--- config.mk ---
export PLATFORM = sky130hd
export DESIGN_NAME = tmw_timer
export DESIGN_NICKNAME = d
export VERILOG_FILES = /design/src/hdl/tmw_pkg.sv /design/src/hdl/tmw_timer.sv
export VERILOG_INCLUDE_DIRS = /design/src /design/src/hdl
export SDC_FILE = /design/constraint.sdc
export NUM_CORES = 1
export LEC_CHECK = 0
export ABC_AREA = 0
export BUFFER_PORTS_ARGS = -buffer_cell sky130_fd_sc_hd__buf_2
export CORE_MARGIN = 5
export CORE_UTILIZATION = 44
export CTS_BUF_LIST = sky130_fd_sc_hd__clkbuf_16
export DETAILED_ROUTE_END_ITERATION = 10
export PLACE_DENSITY = 0.77
export SYNTH_ARGS = -nofsm -noshare
export SYNTH_HDL_FRONTEND = slang
export SYNTH_SLANG_ARGS = --single-unit
--- constraint.sdc ---
create_clock -name CLOCK_I -period 4.1 [get_ports CLOCK_I]
set_clock_uncertainty 0.2 [all_clocks]
set_input_delay 0.41 -clock CLOCK_I [delete_from_list [all_inputs] [get_ports CLOCK_I]]
set_output_delay 0.41 -clock CLOCK_I [all_outputs]
set_load 0.05 [all_outputs]
--- src/hdl/tmw_consts.svh ---
// constants for the 16-bit waveform timer: modes, fixed tops, timing
// assumes inclusion by the timer module only
`ifndef TMW_CONSTS_SVH
`define TMW_CONSTS_SVH
`define TMW_MODE_NORMAL  4'h0
`define TMW_MODE_CTC_A   4'h4
`define TMW_MODE_FAST8   4'h5
`define TMW_MODE_FAST9   4'h6
`define TMW_MODE_FAST10  4'h7
`define TMW_MODE_CTC_CAP 4'hc
`define TMW_MODE_FASTCAP 4'he
`define TMW_MODE_FASTA   4'hf
`define TMW_TOP8         16'h00ff
`define TMW_TOP9         16'h01ff
`define TMW_TOP10        16'h03ff
`define TMW_MAX          16'hffff
`define TMW_ACT_OFF      2'h0
`define TMW_ACT_TOGGLE   2'h1
`define TMW_ACT_CLEAR    2'h2
`define TMW_ACT_SET      2'h3
`define TMW_PRE_STOP     3'h0
`define TMW_PRE_1        3'h1
`define TMW_PRE_8        3'h2
`define TMW_PRE_64       3'h3
`define TMW_PRE_256      3'h4
`define TMW_PRE_1024     3'h5
`define TMW_DIV8_LAST    3'h7
`define TMW_DIV64_LAST   6'h3f
`define TMW_DIV256_LAST  8'hff
`define TMW_DIV1024_LAST 10'h3ff
`define TMW_RST_COUNT    16'h0000
`endif

--- src/hdl/tmw_pkg.sv ---
// types shared by the waveform timer
// assumes tmw_consts.svh is on the include path
package tmw_pkg;
  typedef enum logic [1:0] {
    TMW_KIND_NORMAL = 2'b00,
    TMW_KIND_CTC    = 2'b01,
    TMW_KIND_FAST   = 2'b10,
    TMW_KIND_NONE   = 2'b11
  } tmw_kind_type;

  // one software write strobe with its data
  typedef struct packed {
    logic        wr;
    logic [15:0] data;
  } tmw_write_type;

  // flags raised towards interrupt logic
  typedef struct packed {
    logic overflow;
    logic compare_a;
    logic compare_b;
    logic capture;
  } tmw_flags_type;
endpackage

--- src/hdl/tmw_timer.sv ---
// 16-bit timer/counter: normal, clear-on-compare and fast pwm counting
// assumes software strobes come from logic on CLOCK_I, pins are not used
// as inputs; flag clear strobes come from the interrupt or software side
`timescale 1ns/100ps
`include "tmw_consts.svh"

// Operation
// - mode 0 counts up forever, no clear, wraps 0xffff to zero
// - mode 0 sets overflow flag when count becomes zero; counting never clears it
// - overflow flag clears when its interrupt is serviced
// - modes 4 and 12 clear count on match with compare a or capture
// - ctc top is unbuffered; writing below count runs to 0xffff and wraps
// - ctc sets the flag of the top-defining register each time top reached
// - ctc toggle action inverts output a on every compare match
// - ctc with top below max sets overflow flag when count passes from max to zero
// - modes 5,6,7,14,15 select single-slope fast pwm
// - fast pwm top fixed, capture or compare a; clear on next tick
// - non-inverting sets at match, clears at top-to-zero; inverting opposite
// - action value two gives non-inverted, three inverted pwm
// - fast pwm sets overflow at top plus the top-defining flag
// - compare writes in fixed-top modes zero bits above resolution
// - capture top in fast pwm is unbuffered; low write misses top
// - fast pwm compare a buffered, loaded at top with clear and overflow
// - compare zero gives spike, compare equal top gives constant level
// - toggle action in fast pwm works only on output a in mode 15
// - timer tick is clock divided by 1, 8, 64, 256 or 1024
// - ctc toggle period is twice one plus compare a timer clocks
// - output action affects only the pin, not the counting sequence
// - compare output reaches the pin only while direction selects output
// - comparators continuously match count against each compare register
// - a count write blocks compare matches in the next timer tick
module tmw_timer
  import tmw_pkg::*;
(
  input  wire logic          CLOCK_I,
  input  wire logic          RSTN_I,
  input  wire logic [3:0]    WAVEFORM_MODE_SEL_I,
  input  wire logic [2:0]    PRESCALE_SEL_I,
  input  wire logic [1:0]    OUTPUT_ACTION_SEL_A_I,
  input  wire logic [1:0]    OUTPUT_ACTION_SEL_B_I,
  input  wire logic          PIN_DIRECTION_BIT_A_I,
  input  wire logic          PIN_DIRECTION_BIT_B_I,
  input  wire tmw_write_type COUNT_WRITE_I,
  input  wire tmw_write_type COMPARE_A_WRITE_I,
  input  wire tmw_write_type COMPARE_B_WRITE_I,
  input  wire tmw_write_type CAPTURE_WRITE_I,
  input  wire tmw_flags_type FLAG_CLEAR_I,
  output logic [15:0]        COUNT_VALUE_O,
  output logic [15:0]        COMPARE_VALUE_A_O,
  output tmw_flags_type      FLAGS_O,
  output logic               COMPARE_OUTPUT_A_O,
  output logic               COMPARE_OUTPUT_A_OE_O,
  output logic               COMPARE_OUTPUT_B_O,
  output logic               COMPARE_OUTPUT_B_OE_O
);

  logic [9:0]    div_count;
  logic [9:0]    next_div_count;
  logic          tick;
  logic [15:0]   count_value;
  logic [15:0]   next_count_value;
  logic [15:0]   compare_buf_a;
  logic [15:0]   next_compare_buf_a;
  logic [15:0]   compare_value_a;
  logic [15:0]   next_compare_value_a;
  logic [15:0]   compare_buf_b;
  logic [15:0]   next_compare_buf_b;
  logic [15:0]   compare_value_b;
  logic [15:0]   next_compare_value_b;
  logic [15:0]   capture_top_value;
  logic [15:0]   next_capture_top_value;
  logic          block_match;
  logic          next_block_match;
  tmw_flags_type flags;
  tmw_flags_type next_flags;
  logic [1:0]    compare_output;
  logic [1:0]    next_compare_output;
  logic [1:0]    pin_oe;

  tmw_kind_type  kind;
  logic [15:0]   top;
  logic [15:0]   res_mask;
  logic          at_top;
  logic [1:0]    match;
  logic [1:0]    action [2];
  logic [15:0]   cmp_now [2];
  logic [1:0]    dir_bit;

  // prescaler: free-running divider, tick is a one-cycle enable
  always_comb
  begin
    next_div_count = div_count + 10'h001;
    tick           = 1'b0;
    case (PRESCALE_SEL_I)
      `TMW_PRE_STOP: next_div_count = 10'h000;
      `TMW_PRE_1:    tick = 1'b1;
      `TMW_PRE_8:    tick = (div_count[2:0] == `TMW_DIV8_LAST);
      `TMW_PRE_64:   tick = (div_count[5:0] == `TMW_DIV64_LAST);
      `TMW_PRE_256:  tick = (div_count[7:0] == `TMW_DIV256_LAST);
      `TMW_PRE_1024: tick = (div_count == `TMW_DIV1024_LAST);
      default:       next_div_count = 10'h000;
    endcase
  end

  // mode decode: counting depends on the waveform mode and, in modes 4, 12, 14 and 15, on the top register
  always_comb
  begin
    kind     = TMW_KIND_NONE;
    top      = `TMW_MAX;
    res_mask = `TMW_MAX;
    case (WAVEFORM_MODE_SEL_I)
      `TMW_MODE_NORMAL:  kind = TMW_KIND_NORMAL;
      `TMW_MODE_CTC_A:
      begin
        kind = TMW_KIND_CTC;
        top  = compare_value_a;
      end
      `TMW_MODE_CTC_CAP:
      begin
        kind = TMW_KIND_CTC;
        top  = capture_top_value;
      end
      `TMW_MODE_FAST8:
      begin
        kind     = TMW_KIND_FAST;
        top      = `TMW_TOP8;
        res_mask = `TMW_TOP8;
      end
      `TMW_MODE_FAST9:
      begin
        kind     = TMW_KIND_FAST;
        top      = `TMW_TOP9;
        res_mask = `TMW_TOP9;
      end
      `TMW_MODE_FAST10:
      begin
        kind     = TMW_KIND_FAST;
        top      = `TMW_TOP10;
        res_mask = `TMW_TOP10;
      end
      `TMW_MODE_FASTCAP:
      begin
        kind = TMW_KIND_FAST;
        top  = capture_top_value;
      end
      `TMW_MODE_FASTA:
      begin
        kind = TMW_KIND_FAST;
        top  = compare_value_a;
      end
      default: kind = TMW_KIND_NONE;  // unsupported modes count as normal
    endcase
  end

  // equality only: a top written below the count is passed by, so the
  // counter runs on to max and wraps before it can match
  assign at_top = (count_value == top) && !block_match;

  assign cmp_now[0] = compare_value_a;
  assign cmp_now[1] = compare_value_b;
  assign action[0]  = OUTPUT_ACTION_SEL_A_I;
  assign action[1]  = OUTPUT_ACTION_SEL_B_I;
  assign dir_bit    = {PIN_DIRECTION_BIT_B_I, PIN_DIRECTION_BIT_A_I};

  // per-channel comparator, waveform action and pin gating
  genvar ch;
  generate
    for (ch = 0; ch < 2; ch++)
    begin : g_chan
      // comparator masked for one tick after a count write
      assign match[ch] = (count_value == cmp_now[ch])
                         && !block_match;

      always_comb
      begin
        next_compare_output[ch] = compare_output[ch];
        if (tick)
        begin
          if (kind == TMW_KIND_FAST && action[ch] != `TMW_ACT_OFF)
          begin
            // toggle only where compare a defines top; top wins over match
            if (action[ch] == `TMW_ACT_TOGGLE)
            begin
              if (ch == 0 && match[ch] &&
                  WAVEFORM_MODE_SEL_I == `TMW_MODE_FASTA)
                next_compare_output[ch] = !compare_output[ch];
            end
            else if (at_top)
              next_compare_output[ch] =
                (action[ch] == `TMW_ACT_SET);
            else if (match[ch])
              next_compare_output[ch] =
                (action[ch] == `TMW_ACT_CLEAR);
          end
          else if (match[ch])
          begin
            case (action[ch])
              `TMW_ACT_TOGGLE:
                next_compare_output[ch] = !compare_output[ch];
              `TMW_ACT_CLEAR:  next_compare_output[ch] = 1'b0;
              `TMW_ACT_SET:    next_compare_output[ch] = 1'b1;
              default:         next_compare_output[ch] = compare_output[ch];
            endcase
          end
        end
      end

      // override only when an action is chosen, visible only as output
      assign pin_oe[ch]  = dir_bit[ch] &&
                           (action[ch] != `TMW_ACT_OFF);
    end
  endgenerate

  // counter, compare registers and flags
  always_comb
  begin
    next_count_value       = count_value;
    next_compare_buf_a     = compare_buf_a;
    next_compare_buf_b     = compare_buf_b;
    next_compare_value_a   = compare_value_a;
    next_compare_value_b   = compare_value_b;
    next_capture_top_value = capture_top_value;
    next_block_match       = block_match;
    next_flags             = flags;

    // flag clears first so a same-cycle set wins
    if (FLAG_CLEAR_I.overflow)  next_flags.overflow  = 1'b0;
    if (FLAG_CLEAR_I.compare_a) next_flags.compare_a = 1'b0;
    if (FLAG_CLEAR_I.compare_b) next_flags.compare_b = 1'b0;
    if (FLAG_CLEAR_I.capture)   next_flags.capture   = 1'b0;

    if (tick)
    begin
      next_block_match = 1'b0;
      if (kind == TMW_KIND_FAST)
      begin
        if (at_top)
        begin
          next_count_value     = `TMW_RST_COUNT;
          next_flags.overflow  = 1'b1;
          next_compare_value_a = compare_buf_a;
          next_compare_value_b = compare_buf_b;
          if (WAVEFORM_MODE_SEL_I == `TMW_MODE_FASTA)
            next_flags.compare_a = 1'b1;
          if (WAVEFORM_MODE_SEL_I == `TMW_MODE_FASTCAP)
            next_flags.capture = 1'b1;
        end
        else
          next_count_value = count_value + 16'h0001;
      end
      else if (kind == TMW_KIND_CTC && at_top)
      begin
        next_count_value = `TMW_RST_COUNT;
        if (WAVEFORM_MODE_SEL_I == `TMW_MODE_CTC_CAP)
          next_flags.capture = 1'b1;
      end
      else
      begin
        next_count_value = count_value + 16'h0001;
        if (count_value == `TMW_MAX)
          next_flags.overflow = 1'b1;
      end
      if (match[0]) next_flags.compare_a = 1'b1;
      if (match[1]) next_flags.compare_b = 1'b1;
    end

    // software count write wins over counting, blocks matches in the next tick
    if (COUNT_WRITE_I.wr)
    begin
      next_count_value = COUNT_WRITE_I.data;
      next_block_match = 1'b1;
    end

    // fast pwm writes the buffer; other modes write directly
    if (COMPARE_A_WRITE_I.wr)
    begin
      next_compare_buf_a = COMPARE_A_WRITE_I.data & res_mask;
      if (kind != TMW_KIND_FAST)
        next_compare_value_a = COMPARE_A_WRITE_I.data & res_mask;
    end
    if (COMPARE_B_WRITE_I.wr)
    begin
      next_compare_buf_b = COMPARE_B_WRITE_I.data & res_mask;
      if (kind != TMW_KIND_FAST)
        next_compare_value_b = COMPARE_B_WRITE_I.data & res_mask;
    end
    if (CAPTURE_WRITE_I.wr)
      next_capture_top_value = CAPTURE_WRITE_I.data;
  end

  // state registers, outputs registered from next values
  always_ff @(posedge CLOCK_I or negedge RSTN_I)
  begin
    if (!RSTN_I)
    begin
      div_count             <= 10'h000;
      count_value           <= `TMW_RST_COUNT;
      compare_buf_a         <= 16'h0000;
      compare_value_a       <= 16'h0000;
      compare_buf_b         <= 16'h0000;
      compare_value_b       <= 16'h0000;
      capture_top_value     <= 16'h0000;
      block_match           <= 1'b0;
      flags                 <= '0;
      compare_output        <= 2'h0;
      COUNT_VALUE_O         <= 16'h0000;
      COMPARE_VALUE_A_O     <= 16'h0000;
      FLAGS_O               <= '0;
      COMPARE_OUTPUT_A_O    <= 1'b0;
      COMPARE_OUTPUT_A_OE_O <= 1'b0;
      COMPARE_OUTPUT_B_O    <= 1'b0;
      COMPARE_OUTPUT_B_OE_O <= 1'b0;
    end
    else
    begin
      div_count             <= next_div_count;
      count_value           <= next_count_value;
      compare_buf_a         <= next_compare_buf_a;
      compare_value_a       <= next_compare_value_a;
      compare_buf_b         <= next_compare_buf_b;
      compare_value_b       <= next_compare_value_b;
      capture_top_value     <= next_capture_top_value;
      block_match           <= next_block_match;
      flags                 <= next_flags;
      compare_output        <= next_compare_output;
      COUNT_VALUE_O         <= next_count_value;
      COMPARE_VALUE_A_O     <= next_compare_value_a;
      FLAGS_O               <= next_flags;
      COMPARE_OUTPUT_A_O    <= next_compare_output[0];
      COMPARE_OUTPUT_A_OE_O <= pin_oe[0];
      COMPARE_OUTPUT_B_O    <= next_compare_output[1];
      COMPARE_OUTPUT_B_OE_O <= pin_oe[1];
    end
  end

endmodule

Word level (Yosys, flattened, before mapping)
Cells that the tools add are included.
W data, S select, Z words.
- register bits: 117
- output and inout bits: 40
- logic and storage cells: 126
- $add $sub $neg: 2
- equal/unequal tests: 29
- multiplexer cells: 55
- bitwise operators: 2
- reduce and logical (&&, ||, !) cells: 21
- operators by type and width (operator ; count):
    $mux W16 ; 15
    $pmux W16 S5 ; 1
    $eq A16 B16 Y1 ; 3
    $pmux W16 S3 ; 1
    $and A16 B16 Y16 ; 2
    $mux W1 ; 31
    $add A16 B1 Y16 const B ; 1
    $eq A16 B16 Y1 const B ; 1
    $eq A4 B3 Y1 const B ; 4
    $eq A4 B4 Y1 const B ; 3
    $add A10 B1 Y10 const B ; 1
    $eq A10 B10 Y1 const B ; 1
    $eq A2 B2 Y1 const B ; 5
    $mux W10 ; 1
    $reduce_or A5 Y1 ; 2
    $eq A3 B3 Y1 const B ; 3
    $logic_and A1 B1 Y1 ; 9
    $eq A8 B8 Y1 const B ; 1
    $eq A2 B1 Y1 const B ; 3
    $eq A3 B2 Y1 const B ; 2
    $eq A6 B6 Y1 const B ; 1
    $pmux W1 S3 ; 2
    $pmux W2 S3 ; 1
    $reduce_bool A2 Y1 ; 3
    8 further kinds ; 12

Depth between registers and ports, before layout
Gate-level depths: netlist of run 1.
- depth in word-level cells: 10
- depth in mapped cells: 12
- mapped depth without buffers: 9

Worst setup path before layout of run 1
Ideal clock, no wire load.
- path kind: flip-flop to flip-flop
- from: register count_value[11]
- to: register count_value[14]
- library setup time: 127 ps
- data arrival time: 3014 ps
- required time: 3773 ps
- slack: 759 ps
- stages on the path, launching flop included: 10
- path buffers: 1
- period minus slack after synthesis: 3341 ps
- cell sequence: dfrtp_1 -> clkbuf_1 -> inv_1 -> a311oi_1 -> a21boi_1 -> or4b_1 -> or4_4 -> nor3_4 -> a41o_2 -> o21ai_0
- cells in the longest elaborated chain, start to end: 7
- elaborated cells between the ends (all ways): 9
- those cells by class: add/sub (1); eq/ne (1); mux (5); reduce/logical (2)
- RTL lines (element ; RTL line ; RTL):
    start: declaration ; tmw_timer.sv:60 ; logic [15:0] count_value;
    start signal: assignment ; tmw_timer.sv:297 ; count_value <= `TMW_RST_COUNT;
    start signal: assignment ; tmw_timer.sv:317 ; count_value <= next_count_value;
    branches (longest 4 deep; another with $add A16 B1 Y16) ; -- ;
    $mux W16 (*) ; tmw_timer.sv:235 ; if (kind == TMW_KIND_FAST)
    $mux W16 (*) ; tmw_timer.sv:232 ; if (tick)
    $mux W16 (*) ; tmw_timer.sv:268 ; if (COUNT_WRITE_I.wr)
Mark *: on every way between the ends. The select of a mux whose other input is x is not followed.
A chain may end at the register's enable or synchronous reset.

Worst setup path in the final report of run 1
Same ends and word-level chain as after synthesis.

==> reports/qor.yml, run 1 <==
status: "completed"
startpoint_type: "register"
htree_levels: 4
startpoint: "count_value[11]"
reg2reg_setup_slack_ns: 0.69
vdd_drop_max_mv: 0.310
clkSinkCount: 115
syn_inst: 706
nets: 903
synth.most_common_cell: "dfrtp_1"
synthTopCellsByCount: "115 x dfrtp_1, 56 x nor2_1, 55 x a21oi_1"
clkLatencyLatePin_ns: 0.42
hold_path_class: "in2reg"
synth_edf_count: 0
die_w_um: 134
crit_path_end_kind: "register"
firstDrtPassIters: 6
cts_buffer_depth: 2
fin_crit_ns: 3.41
gr-total-overflow: 0
leakage_nw: 3.49
synth_top_area_share_pct: 42.5
fin_crit_sh_pct: 83.2
tightest_slew_ns: 0.972
vias: 5756
slew_viol_final: 0
endpoint: "count_value[14]"
grt_pass1_wl_um: 29200
ys.flop_type: "dfrtp_1"
synth_nets: 796
grt_setup_unrepaired: "no"
utilization_pct: 53.5
antenna_found_initial: 3
cp.arrival_ns: 3.51
final-setup-viol-count: 0
max_slew_margin_pct: 34.5
post_cts_buffers: 0
routed_wl_um: 18300
reg2reg_to: "count_value[14]"
maxCapViolCount: 0
clk_pin_slew_ns: 0.06
core_mm2: 0.0151
slowest_delay_ns: 0.64
post-dp-hpwl_um: 13000
cts-root-buf: "clkbuf_16"
yosysWarnings: 0
syn_area_per_cell_um2: 9.58
synth_area_mm2: 0.00677
track_usage_pct: 20.6
cts_tree: "yes"
diodes: 0
path_cells: "inv_1 > a311oi_1 > a21boi_1 > or4b_1 > or4_4 > nor3_4 > a41o_2 > o21ai_0"
slowest_stage: "dfrtp_1"
via_per_inst: 5.68
cp_num_buf_inv: 1
hold_viol: 0
synthTopCellsByArea: "dfrtp_1 43%, mux2_2 6.5%, mux2i_1 5.2%"
numCtsBuffers: 17
drtIter0Drc: 426
cpLargestDelayFamily: "simple AND/OR/NAND/NOR gates"
setup_tns_ns: 0
io_buffers: 126
rr_startpoint: "count_value[11]"
max_freq_ghz: 0.293
syn2layout_area_growth_pct: 19.7
drc_errors: 0
synth_cell_types: 70
fp.dieArea_mm2: 0.0180
pin_count: 127
worstPathMaxFanout: 10
post_drt_wl_per_cell_um: 18.1
drive_gt1_share_pct: 26.5
hp-start: "CAPTURE_WRITE_I[7]"
grt_pass1_vias: 5555
row_count: 45
critPathRequiredTime_ns: 4.20
worstRegToRegCells: 8
grt_max_degree: 116
synth_top_area_cell: "dfrtp_1"
antenna_left: 0
worstSetupPathType: "reg2reg"
die_h_um: 134
power_density_mw_per_mm2: 434
start_util_pct: 44.7
synth_seq_cells: 115
nFillCells: 1366
gp_congestion: 0.911
async_flop_share_pct: 100
seq_area_frac_synth_pct: 42.5
cp.depth: 8
-- metal layers --
layer  routed length [um]  track usage, %  up-vias
met4                  246            6.39        6
li1                     -               -     2767
met2                 8610            32.8      204
met3                 1460            5.66       30
met5                   22               0        -
met1                 7960            27.5     2749
-- kinds of logic after synthesis --
logic type	Yosys count	synth area share, %
DFF	115	42.5
adders and majority gates	3	0.555
xor gates and xnor gates	50	6.47
muxes	75	11.9
AOI/OAI and AO/OA	163	15.5
buffers and inverters	83	5.29
and+or+nand+nor	217	17.8
-- power breakdown --
part / leakage [nW] / switching (W) / total [W] / internal [W]
clock network: 0.263 / 0.000563 / 0.00140 / 0.000834
registers: 1.37 / 0.000164 / 0.00142 / 0.00125
logic: 1.86 / 0.000428 / 0.000704 / 0.000276
-- layout make-up --
cell class              count  area [um2]  share of cell area, %
clock buffers              17         425                   5.25
well taps                 188         235                   2.90
clock inverters            14         128                   1.58
flip-flops and latches    115        2880                   35.5
repair buffers            141         786                   9.70
multi-input cells         508        3540                   43.7
inverters                  30         113                   1.39
-- sequential cells by signal, summed over array words and instances, names as in the netlist --
signal,count
COMPARE_OUTPUT_A_OE_O,1
COMPARE_OUTPUT_B_O,1
COMPARE_OUTPUT_B_OE_O,1
block_match,1
capture_top_value,16
compare_buf_a,16
compare_buf_b,16
compare_output,1
compare_value_a,16
compare_value_b,16
count_value,16
div_count,10
flags,4
-- cells in the final DEF, fill, tap and decap left out, types with 11 or more instances in the layout --
cell,count
a21oi_1,55
nor2_1,56
dfrtp_1,115
nor2b_1,11
o21ai_0,26
mux2_2,39
xor2_1,23
mux2i_1,35
nand2_1,37
buf_2,125
nand4_1,14
xnor2_1,27
nand3_1,30
inv_1,30
clkbuf_16,17
-- repair_timing --
action	4_1_cts	5_1_grt
endpoints found under the hold margin	120	0
hold buffers	6	0
resized for setup	0	0
-- worst min path at each step --
stage | end | depth (start not counted)
CTS | capture_top_value[7] | 2
global route | capture_top_value[7] | 2
global placement | div_count[0] | 1
detailed placement | div_count[0] | 1
finish | capture_top_value[7] | 2
floorplan | COMPARE_OUTPUT_A_OE_O | 0
-- metrics by stage --
stage               area (um2)  std cells  setup slack (ns)  hold slack, ns  total power (W)
floorplan                 6770        706             0.759         -0.0856          0.00190
global placement          7490        976             0.466           0.276          0.00212
detailed placement        7490        976             0.451           0.283          0.00213
CTS                       8100       1013             0.759        0.000160          0.00355
global route              8100       1013             0.489         0.00990          0.00367
finish                    8100       1013             0.690          0.0145          0.00352
(Power assumes the default switching activity.)
==> inputs of run 2 (changes only) <==
Settings changed: ABC_AREA 0 to 1, PLACE_DENSITY 0.77 to 0.79.
Clock period 4.1 ns to 2.9 ns, I/O delays scaled along.
==> run 2 against run 1 <==
Against the previous run:
- power is 58% higher
- critical path depth is 3 higher
- clock power is 61% higher
- flip-flop and latch count stayed put
- worst setup slack worse by 0.49 ns
- non-clock buffer count is 88 higher
- synthesized area is 3.6% higher
- cell area is 15% higher
- combinational power is 88% higher
- register-to-register slack worse by 0.49 ns
- die area is 3.3% higher
- critical endpoint is now compare_value_a[3]
- largest power group is now clock
- highest routed layer is now met4
==> reports/qor.yml, run 2 <==
post-route-cell-area_mm2: 0.00936  # +15%
tightest_slew_ns: 0.750  # -0.222 ns
drtIter0Drc: 646  # +52%
grt_pass1_wl_um: 37500  # +28%
antenna_left: 0  # unchanged
reg2reg_setup_slack_ns: 0.20  # -0.49 ns
synth_top_area_share_pct: 41.0  # -1.5 points
synth_top_area_cell: "dfrtp_1"
antenna_found_initial: 0  # -3
pin_count: 127  # unchanged
fp.dieArea_mm2: 0.0186  # +3.3%
final-setup-viol-count: 0  # unchanged
yosysWarnings: 0  # unchanged
post_cts_buffers: 0  # unchanged
synthTopCellsByCount: "317 x nand2_1, 115 x dfrtp_1, 101 x inv_1"
firstDrtPassIters: 5  # -1
die_w_um: 136  # +1.7%
die_h_um: 136  # +1.7%
nets: 1271  # +41%
vdd_drop_max_mv: 0.462  # +49%
holdPathStages: 3  # +1
numCtsBuffers: 17  # unchanged
power_density_mw_per_mm2: 594  # +37%
syn_inst: 973  # +38%
cts_buffer_depth: 2  # unchanged
synth_seq_cells: 115  # unchanged
final_common_cell: "nand2_1"
cts_tree: "yes"
synthTopCellsByArea: "dfrtp_1 41%, nand2_1 17%, nand3_1 5.6%"
drive_gt1_share_pct: 18.6  # -8.0 points
reg2reg_to: "compare_value_a[3]"
fin_crit_ns: 2.70  # -0.712 ns
hp-start: "COMPARE_B_WRITE_I[9]"
cts-root-buf: "clkbuf_16"
diodes: 0  # unchanged
synth_cell_types: 45  # -36%
core_mm2: 0.0158  # +4.1%
slew_viol_final: 0  # unchanged
max_freq_ghz: 0.371  # +26%
vias: 7570  # +32%
io_buffers: 126  # unchanged
post-dp-hpwl_um: 16100  # +24%
row_count: 46  # +2.2%
synth.most_common_cell: "nand2_1"
gr-total-overflow: 0  # unchanged
seq_area_frac_synth_pct: 41.0  # -1.5 points
clk_pin_slew_ns: 0.06  # about the same
async_flop_share_pct: 100  # unchanged
worstSetupPathType: "reg2reg"
setup_tns_ns: 0  # unchanged
syn_area_per_cell_um2: 7.21  # -25%
routed_wl_um: 23200  # +27%
cp.arrival_ns: 2.82  # -0.69 ns
worstPathMaxFanout: 33  # +23
hold_viol: 0  # unchanged
hold_path_class: "in2reg"
nFillCells: 1468  # +7.5%
final_cell_mix: "317 x nand2_1, 125 x buf_2, 115 x dfrtp_1"
leakage_nw: 4.76  # +36%
dpl_cell_area_mm2: 0.00786  # +5.0%
start_util_pct: 44.5  # -0.22 points
grt_setup_unrepaired: "no"
worstRegToRegCells: 11  # +3
post_drt_wl_per_cell_um: 16.5  # -8.8%
whs_endpoint: "compare_buf_b[9]"
maxCapViolCount: 0  # unchanged
startpoint_type: "register"
syn2layout_area_growth_pct: 33.4
drc_errors: 0  # unchanged
gp_congestion: 0.982  # +7.9%
track_usage_pct: 25.8  # +5.3 points
startpoint: "count_value[9]"
synth_area_mm2: 0.00701  # +3.6%
clkSinkCount: 115  # unchanged
max_slew_margin_pct: 50.0  # +15 points
status: "completed"
grt_max_degree: 71  # -39%
synth_nets: 1063  # +34%
via_per_inst: 5.37  # -5.5%
htree_levels: 4  # unchanged
ys.flop_type: "dfrtp_1"
clkLatencyLatePin_ns: 0.43  # about the same
rr_startpoint: "count_value[9]"
grt_pass1_vias: 7467  # +34%
crit_path_end_kind: "register"
synth_edf_count: 0  # unchanged
fin_crit_sh_pct: 93.1  # +9.9 points
critPathRequiredTime_ns: 3.02  # -1.18 ns
-- run 2: how the worst max path moves through the flow --
stage                         endpoint  cells past startpoint
global placement    compare_value_a[1]                     19
floorplan              count_value[15]                     12
CTS                 compare_value_a[3]                     11
global route        compare_value_b[8]                     11
detailed placement  compare_value_b[0]                     19
finish              compare_value_a[3]                     11
-- run 2: power breakdown --
group	leakage [nW]	total, W	internal (W)	switching [W]
registers	1.39	0.00197	0.00177	0.000198
clock network	0.305	0.00226	0.00145	0.000819
logic	3.07	0.00132	0.000451	0.000866
total	4.76	0.00555	0.00367	0.00188
-- run 2: layer usage --
metal  share of wire, %  track usage (%)  up-vias
li1                   -                -     3592
met1                 41             33.2     3583
met2                 49             44.2      349
met3                7.4             4.77       46
met4                2.2             8.01        0
met5                  0                0        -
-- run 2: critical path, stage by stage (launching register included) --
cell and delay (ns):
dfrtp_1 0.49, clkinv_1 0.39, nand2_1 0.25, nand2_1 0.08, nor2_2 0.16, nand4_4 0.13, nor2_8 0.17, nand3_4 0.34
nand2_1 0.17, nand3_1 0.09, nand2_1 0.08, inv_1 0.04
-- run 2: area by class of cell --
class	instances	area [um2]	share of cell area (%)
Inverter	107	402	4.29
Tap cell	216	270	2.89
Clock buffer	17	425	4.55
Timing Repair Buffer	229	1650	17.6
Multi-Input combinational cell	711	3530	37.7
Clock inverter	15	206	2.21
Sequential cell	115	2880	30.8
-- run 2: logic make-up (layout without fill, tap and decap cells) --
family / count (synthesis) / after routing / share of synthesized area [%]
adder cells (fa/ha/maj): 3 / 3 / 0.535
AND/OR/NAND/NOR: 584 / 584 / 37.7
flip-flops: 115 / 115 / 41.0
buffers and inverters: 147 / 368 / 8.64
multiplexers: 10 / 10 / 1.61
AO/OA/AOI/OAI: 93 / 93 / 7.82
XOR/XNOR: 21 / 21 / 2.62
-- run 2: metrics by stage --
step | worst slack, ns | utilization (%) | cells | hold slack (ns) | total power [W]
floorplan | 0.377 | - | 973 | -0.206 | 0.00277
global placement | 0.0531 | 49.9 | 1292 | 0.146 | 0.00318
detailed placement | 0.0177 | 49.9 | 1292 | 0.151 | 0.00320
CTS | 0.242 | 59.3 | 1410 | 0.00392 | 0.00556
global route | 0.00432 | 59.3 | 1410 | 0.00852 | 0.00580
finish | 0.201 | 59.3 | 1410 | 0.00228 | 0.00555
-- run 2: what timing repair did --
action                                  in CTS  in global routing
hold endpoints to repair                   139                  0
resized for setup                            0                  0
hold buffers                                86                  0
endpoints found under the setup margin       0                  0
==> inputs of run 3 (changes only) <==
Settings changed: GPL_TIMING_DRIVEN set to 0.
Clock period 2.9 ns to 2.2 ns, I/O delays scaled along.
==> run 3 against run 2 <==
Against the previous run:
- the flow now finishes with violations (negative hold slack, negative setup slack)
- cell count up 4.2%
- worst setup slack worse by 0.41 ns
- cell area up 11%
- global-route usage up 0.50 points
- clock-buffer cell count unchanged
- sequential share of layout area down 2.7 points
- critical endpoint is now compare_value_a[2]
- largest power group unchanged
- highest routed layer unchanged
==> reports/qor.yml, run 3 (synthesized netlist as in run 2, its figures left out) <==
status: "complete, but fails checks"
violations: "negative hold slack, negative setup slack"
final_cell_mix: "295 x nand2_1, 121 x buf_2, 92 x dfrtp_1"
tightest_slew_ns: 0.780  # +0.0295 ns
worstSetupPathType: "reg2reg"
clk_pin_slew_ns: 0.06  # about the same
cts_tree: "yes"
worstRegToRegCells: 17  # +6
cp.arrival_ns: 2.54  # -0.28 ns
max_freq_ghz: 0.415  # +12%
layout.cells.non_filler: 1469  # +4.2%
cp.depth: 17  # +6
endpoint: "compare_value_a[2]"
startpoint_type: "register"
vdd_drop_max_mv: 0.544  # +18%
syn2layout_area_growth_pct: 47.6
routed_wl_um: 25000  # +7.4%
clkSinkCount: 115  # unchanged
final_common_cell: "nand2_1"
fp.dieArea_mm2: 0.0186  # unchanged
drive_gt1_share_pct: 30.6  # +12 points
cts_buffer_depth: 2  # unchanged
worstPathMaxFanout: 6  # -82%
track_usage_pct: 26.4  # +0.50 points
core_mm2: 0.0158  # unchanged
slowest_stage: "dfrtp_1"
fin_crit_sh_pct: 110  # +17 points
post_drt_wl_per_cell_um: 17.0  # +3.1%
io_buffers: 122  # -3.2%
fin_crit_ns: 2.41  # -0.287 ns
numCtsBuffers: 17  # unchanged
leakage_nw: 5.06  # +6.3%
whs_ns: -0.00683  # -0.00911 ns
pin_count: 127  # unchanged
hold_viol: 4  # +4
row_count: 46  # unchanged
firstDrtPassIters: 6  # +1
rr_startpoint: "capture_top_value[15]"
cp_num_buf_inv: 3  # +1
die_w_um: 136  # unchanged
antenna_found_initial: 0  # unchanged
setup_tns_ns: -5.96  # -5.96 ns
drtIter0Drc: 826  # +28%
grt_setup_unrepaired: "yes"
grt_pass1_vias: 7700  # +3.1%
dp.cells: 1312  # +1.5%
crit_path_end_kind: "register"
reg2reg_to: "compare_value_a[2]"
cts-root-buf: "clkbuf_16"
cpMostUsedCell: "nand2_1"
antenna_left: 0  # unchanged
clkLatencyLatePin_ns: 0.43  # about the same
slowest_delay_ns: 0.37  # -0.12 ns
die_h_um: 136  # unchanged
grt_max_degree: 79  # +11%
htree_levels: 4  # unchanged
final-setup-viol-count: 43  # +43
gr-total-overflow: 0  # unchanged
reg2reg_setup_slack_ns: -0.21  # -0.41 ns
drc_errors: 0  # unchanged
diodes: 0  # unchanged
post-dp-hpwl_um: 16300  # +1.4%
critPathRequiredTime_ns: 2.32  # -0.70 ns
power_density_mw_per_mm2: 738  # +24%
cpLargestDelayFamily: "simple AND/OR/NAND/NOR gates"
max_slew_margin_pct: 48.0  # -2.0 points
start_util_pct: 44.5  # unchanged
worst_slack_ns: -0.212  # -0.413 ns
via_per_inst: 5.35  # -0.38%
startpoint: "capture_top_value[15]"
slew_viol_final: 0  # unchanged
grt_pass1_wl_um: 38100  # +1.7%
path_cells: "inv_2 > nor2_2 > nor2_2 > nand2_1 > nand2_1 > nand2_1 > nor2_1 > nand2_1 > nor2_2 > nand3_2 > nor2_8 > nand3_4 > buf_6 > nand2_1 > nand3_1 > nand2_1 > inv_1"
nets: 1330  # +4.6%
hold_path_class: "in2reg"
vias: 7857  # +3.8%
gp_congestion: 0.961  # -2.1%
maxCapViolCount: 0  # unchanged
==> run 3: changes by cell type in the layout (fill, tap and decap cells not counted), sizes merged <==
cell and delta:
clkinv -1, clkbuf +23, dlygate4sd3 -3, buf +35
inv -3, nor2 +1, clkinvlp +4, nand3 +2
bufbuf +1
==> run 3: what timing repair did <==
action / in CTS / in global routing
pin swaps: 17 / 42
endpoints found under the hold margin: 217 / 0
hold buffers: 83 / 0
gates resized for setup: 62 / 79
setup buffers: 21 / 18
cloned: 3 / 5
setup endpoints to repair: 55 / 54
==> run 3: metrics by stage <==
stage / area [um2] / utilization, % / setup slack (ns) / hold slack, ns / total power [W]
global route: 10300 / 65.6 / -0.379 / 0.0349 / 0.00793
global placement: 8000 / 50.7 / -0.929 / 0.204 / 0.00420
finish: 10300 / 65.6 / -0.212 / -0.00683 / 0.00764
detailed placement: 8040 / 51.0 / -0.783 / -0.0471 / 0.00424
CTS: 9930 / 63.0 / -0.116 / 0.00138 / 0.00747
floorplan: 7120 / - / -0.0460 / -0.276 / 0.00369
==> run 3: worst min path at each step <==
stage                     slack [ns]             startpoint               endpoint  depth (start not counted)
final                         -0.007  COMPARE_B_WRITE_I[16]       compare_buf_b[5]                          3
after global routing            0.03  COMPARE_B_WRITE_I[16]       compare_buf_b[5]                          3
after CTS                      0.001  COMPARE_A_WRITE_I[16]       compare_buf_a[0]                          3
after detailed placement       -0.05                 RSTN_I  capture_top_value[12]                          1
after global placement          0.20        FLAG_CLEAR_I[2]               flags[2]                          2
after floorplan                -0.28                 RSTN_I  COMPARE_OUTPUT_A_OE_O                          0
==> run 3: layer usage <==
| layer | vias to the layer above | wire length [um] | track usage (%) |
|---|---|---|---|
| li1 | 3716 | - | - |
| met2 | 363 | 12200 | 45.8 |
| met4 | 0 | 862 | 9.41 |
| met3 | 70 | 1970 | 4.70 |
| met1 | 3708 | 9880 | 32.8 |
| met5 | - | 0 | 0 |
==> run 3: layout make-up <==
class,instances,area [um2]
fillers,1304,5420
clock inverters,15,203
inverters,107,432
well taps,216,270
multi-input cells,714,3950
repair buffers,250,1900
clock buffers,17,425
flip-flops and latches,115,2910
plain buffers,35,263
==> run 3: worst register-to-register path: stages, from the launching register on <==
cell and delay [ns]:
dfrtp_1 0.37, inv_2 0.06, nor2_2 0.04, nor2_2 0.14, nand2_1 0.07, nand2_1 0.07, nand2_1 0.07, nor2_1 0.12
nand2_1 0.07, nor2_2 0.11, nand3_2 0.12, nor2_8 0.23, nand3_4 0.18, buf_6 0.19, nand2_1 0.06, nand3_1 0.06
nand2_1 0.09, inv_1 0.05
==> run 3: report_power, final <==
| part | switching, W | internal, W | total, W |
|---|---|---|---|
| Clock | 0.00110 | 0.00190 | 0.00301 |
| Sequential | 0.000279 | 0.00235 | 0.00263 |
| Combinational | 0.00125 | 0.000750 | 0.00200 |
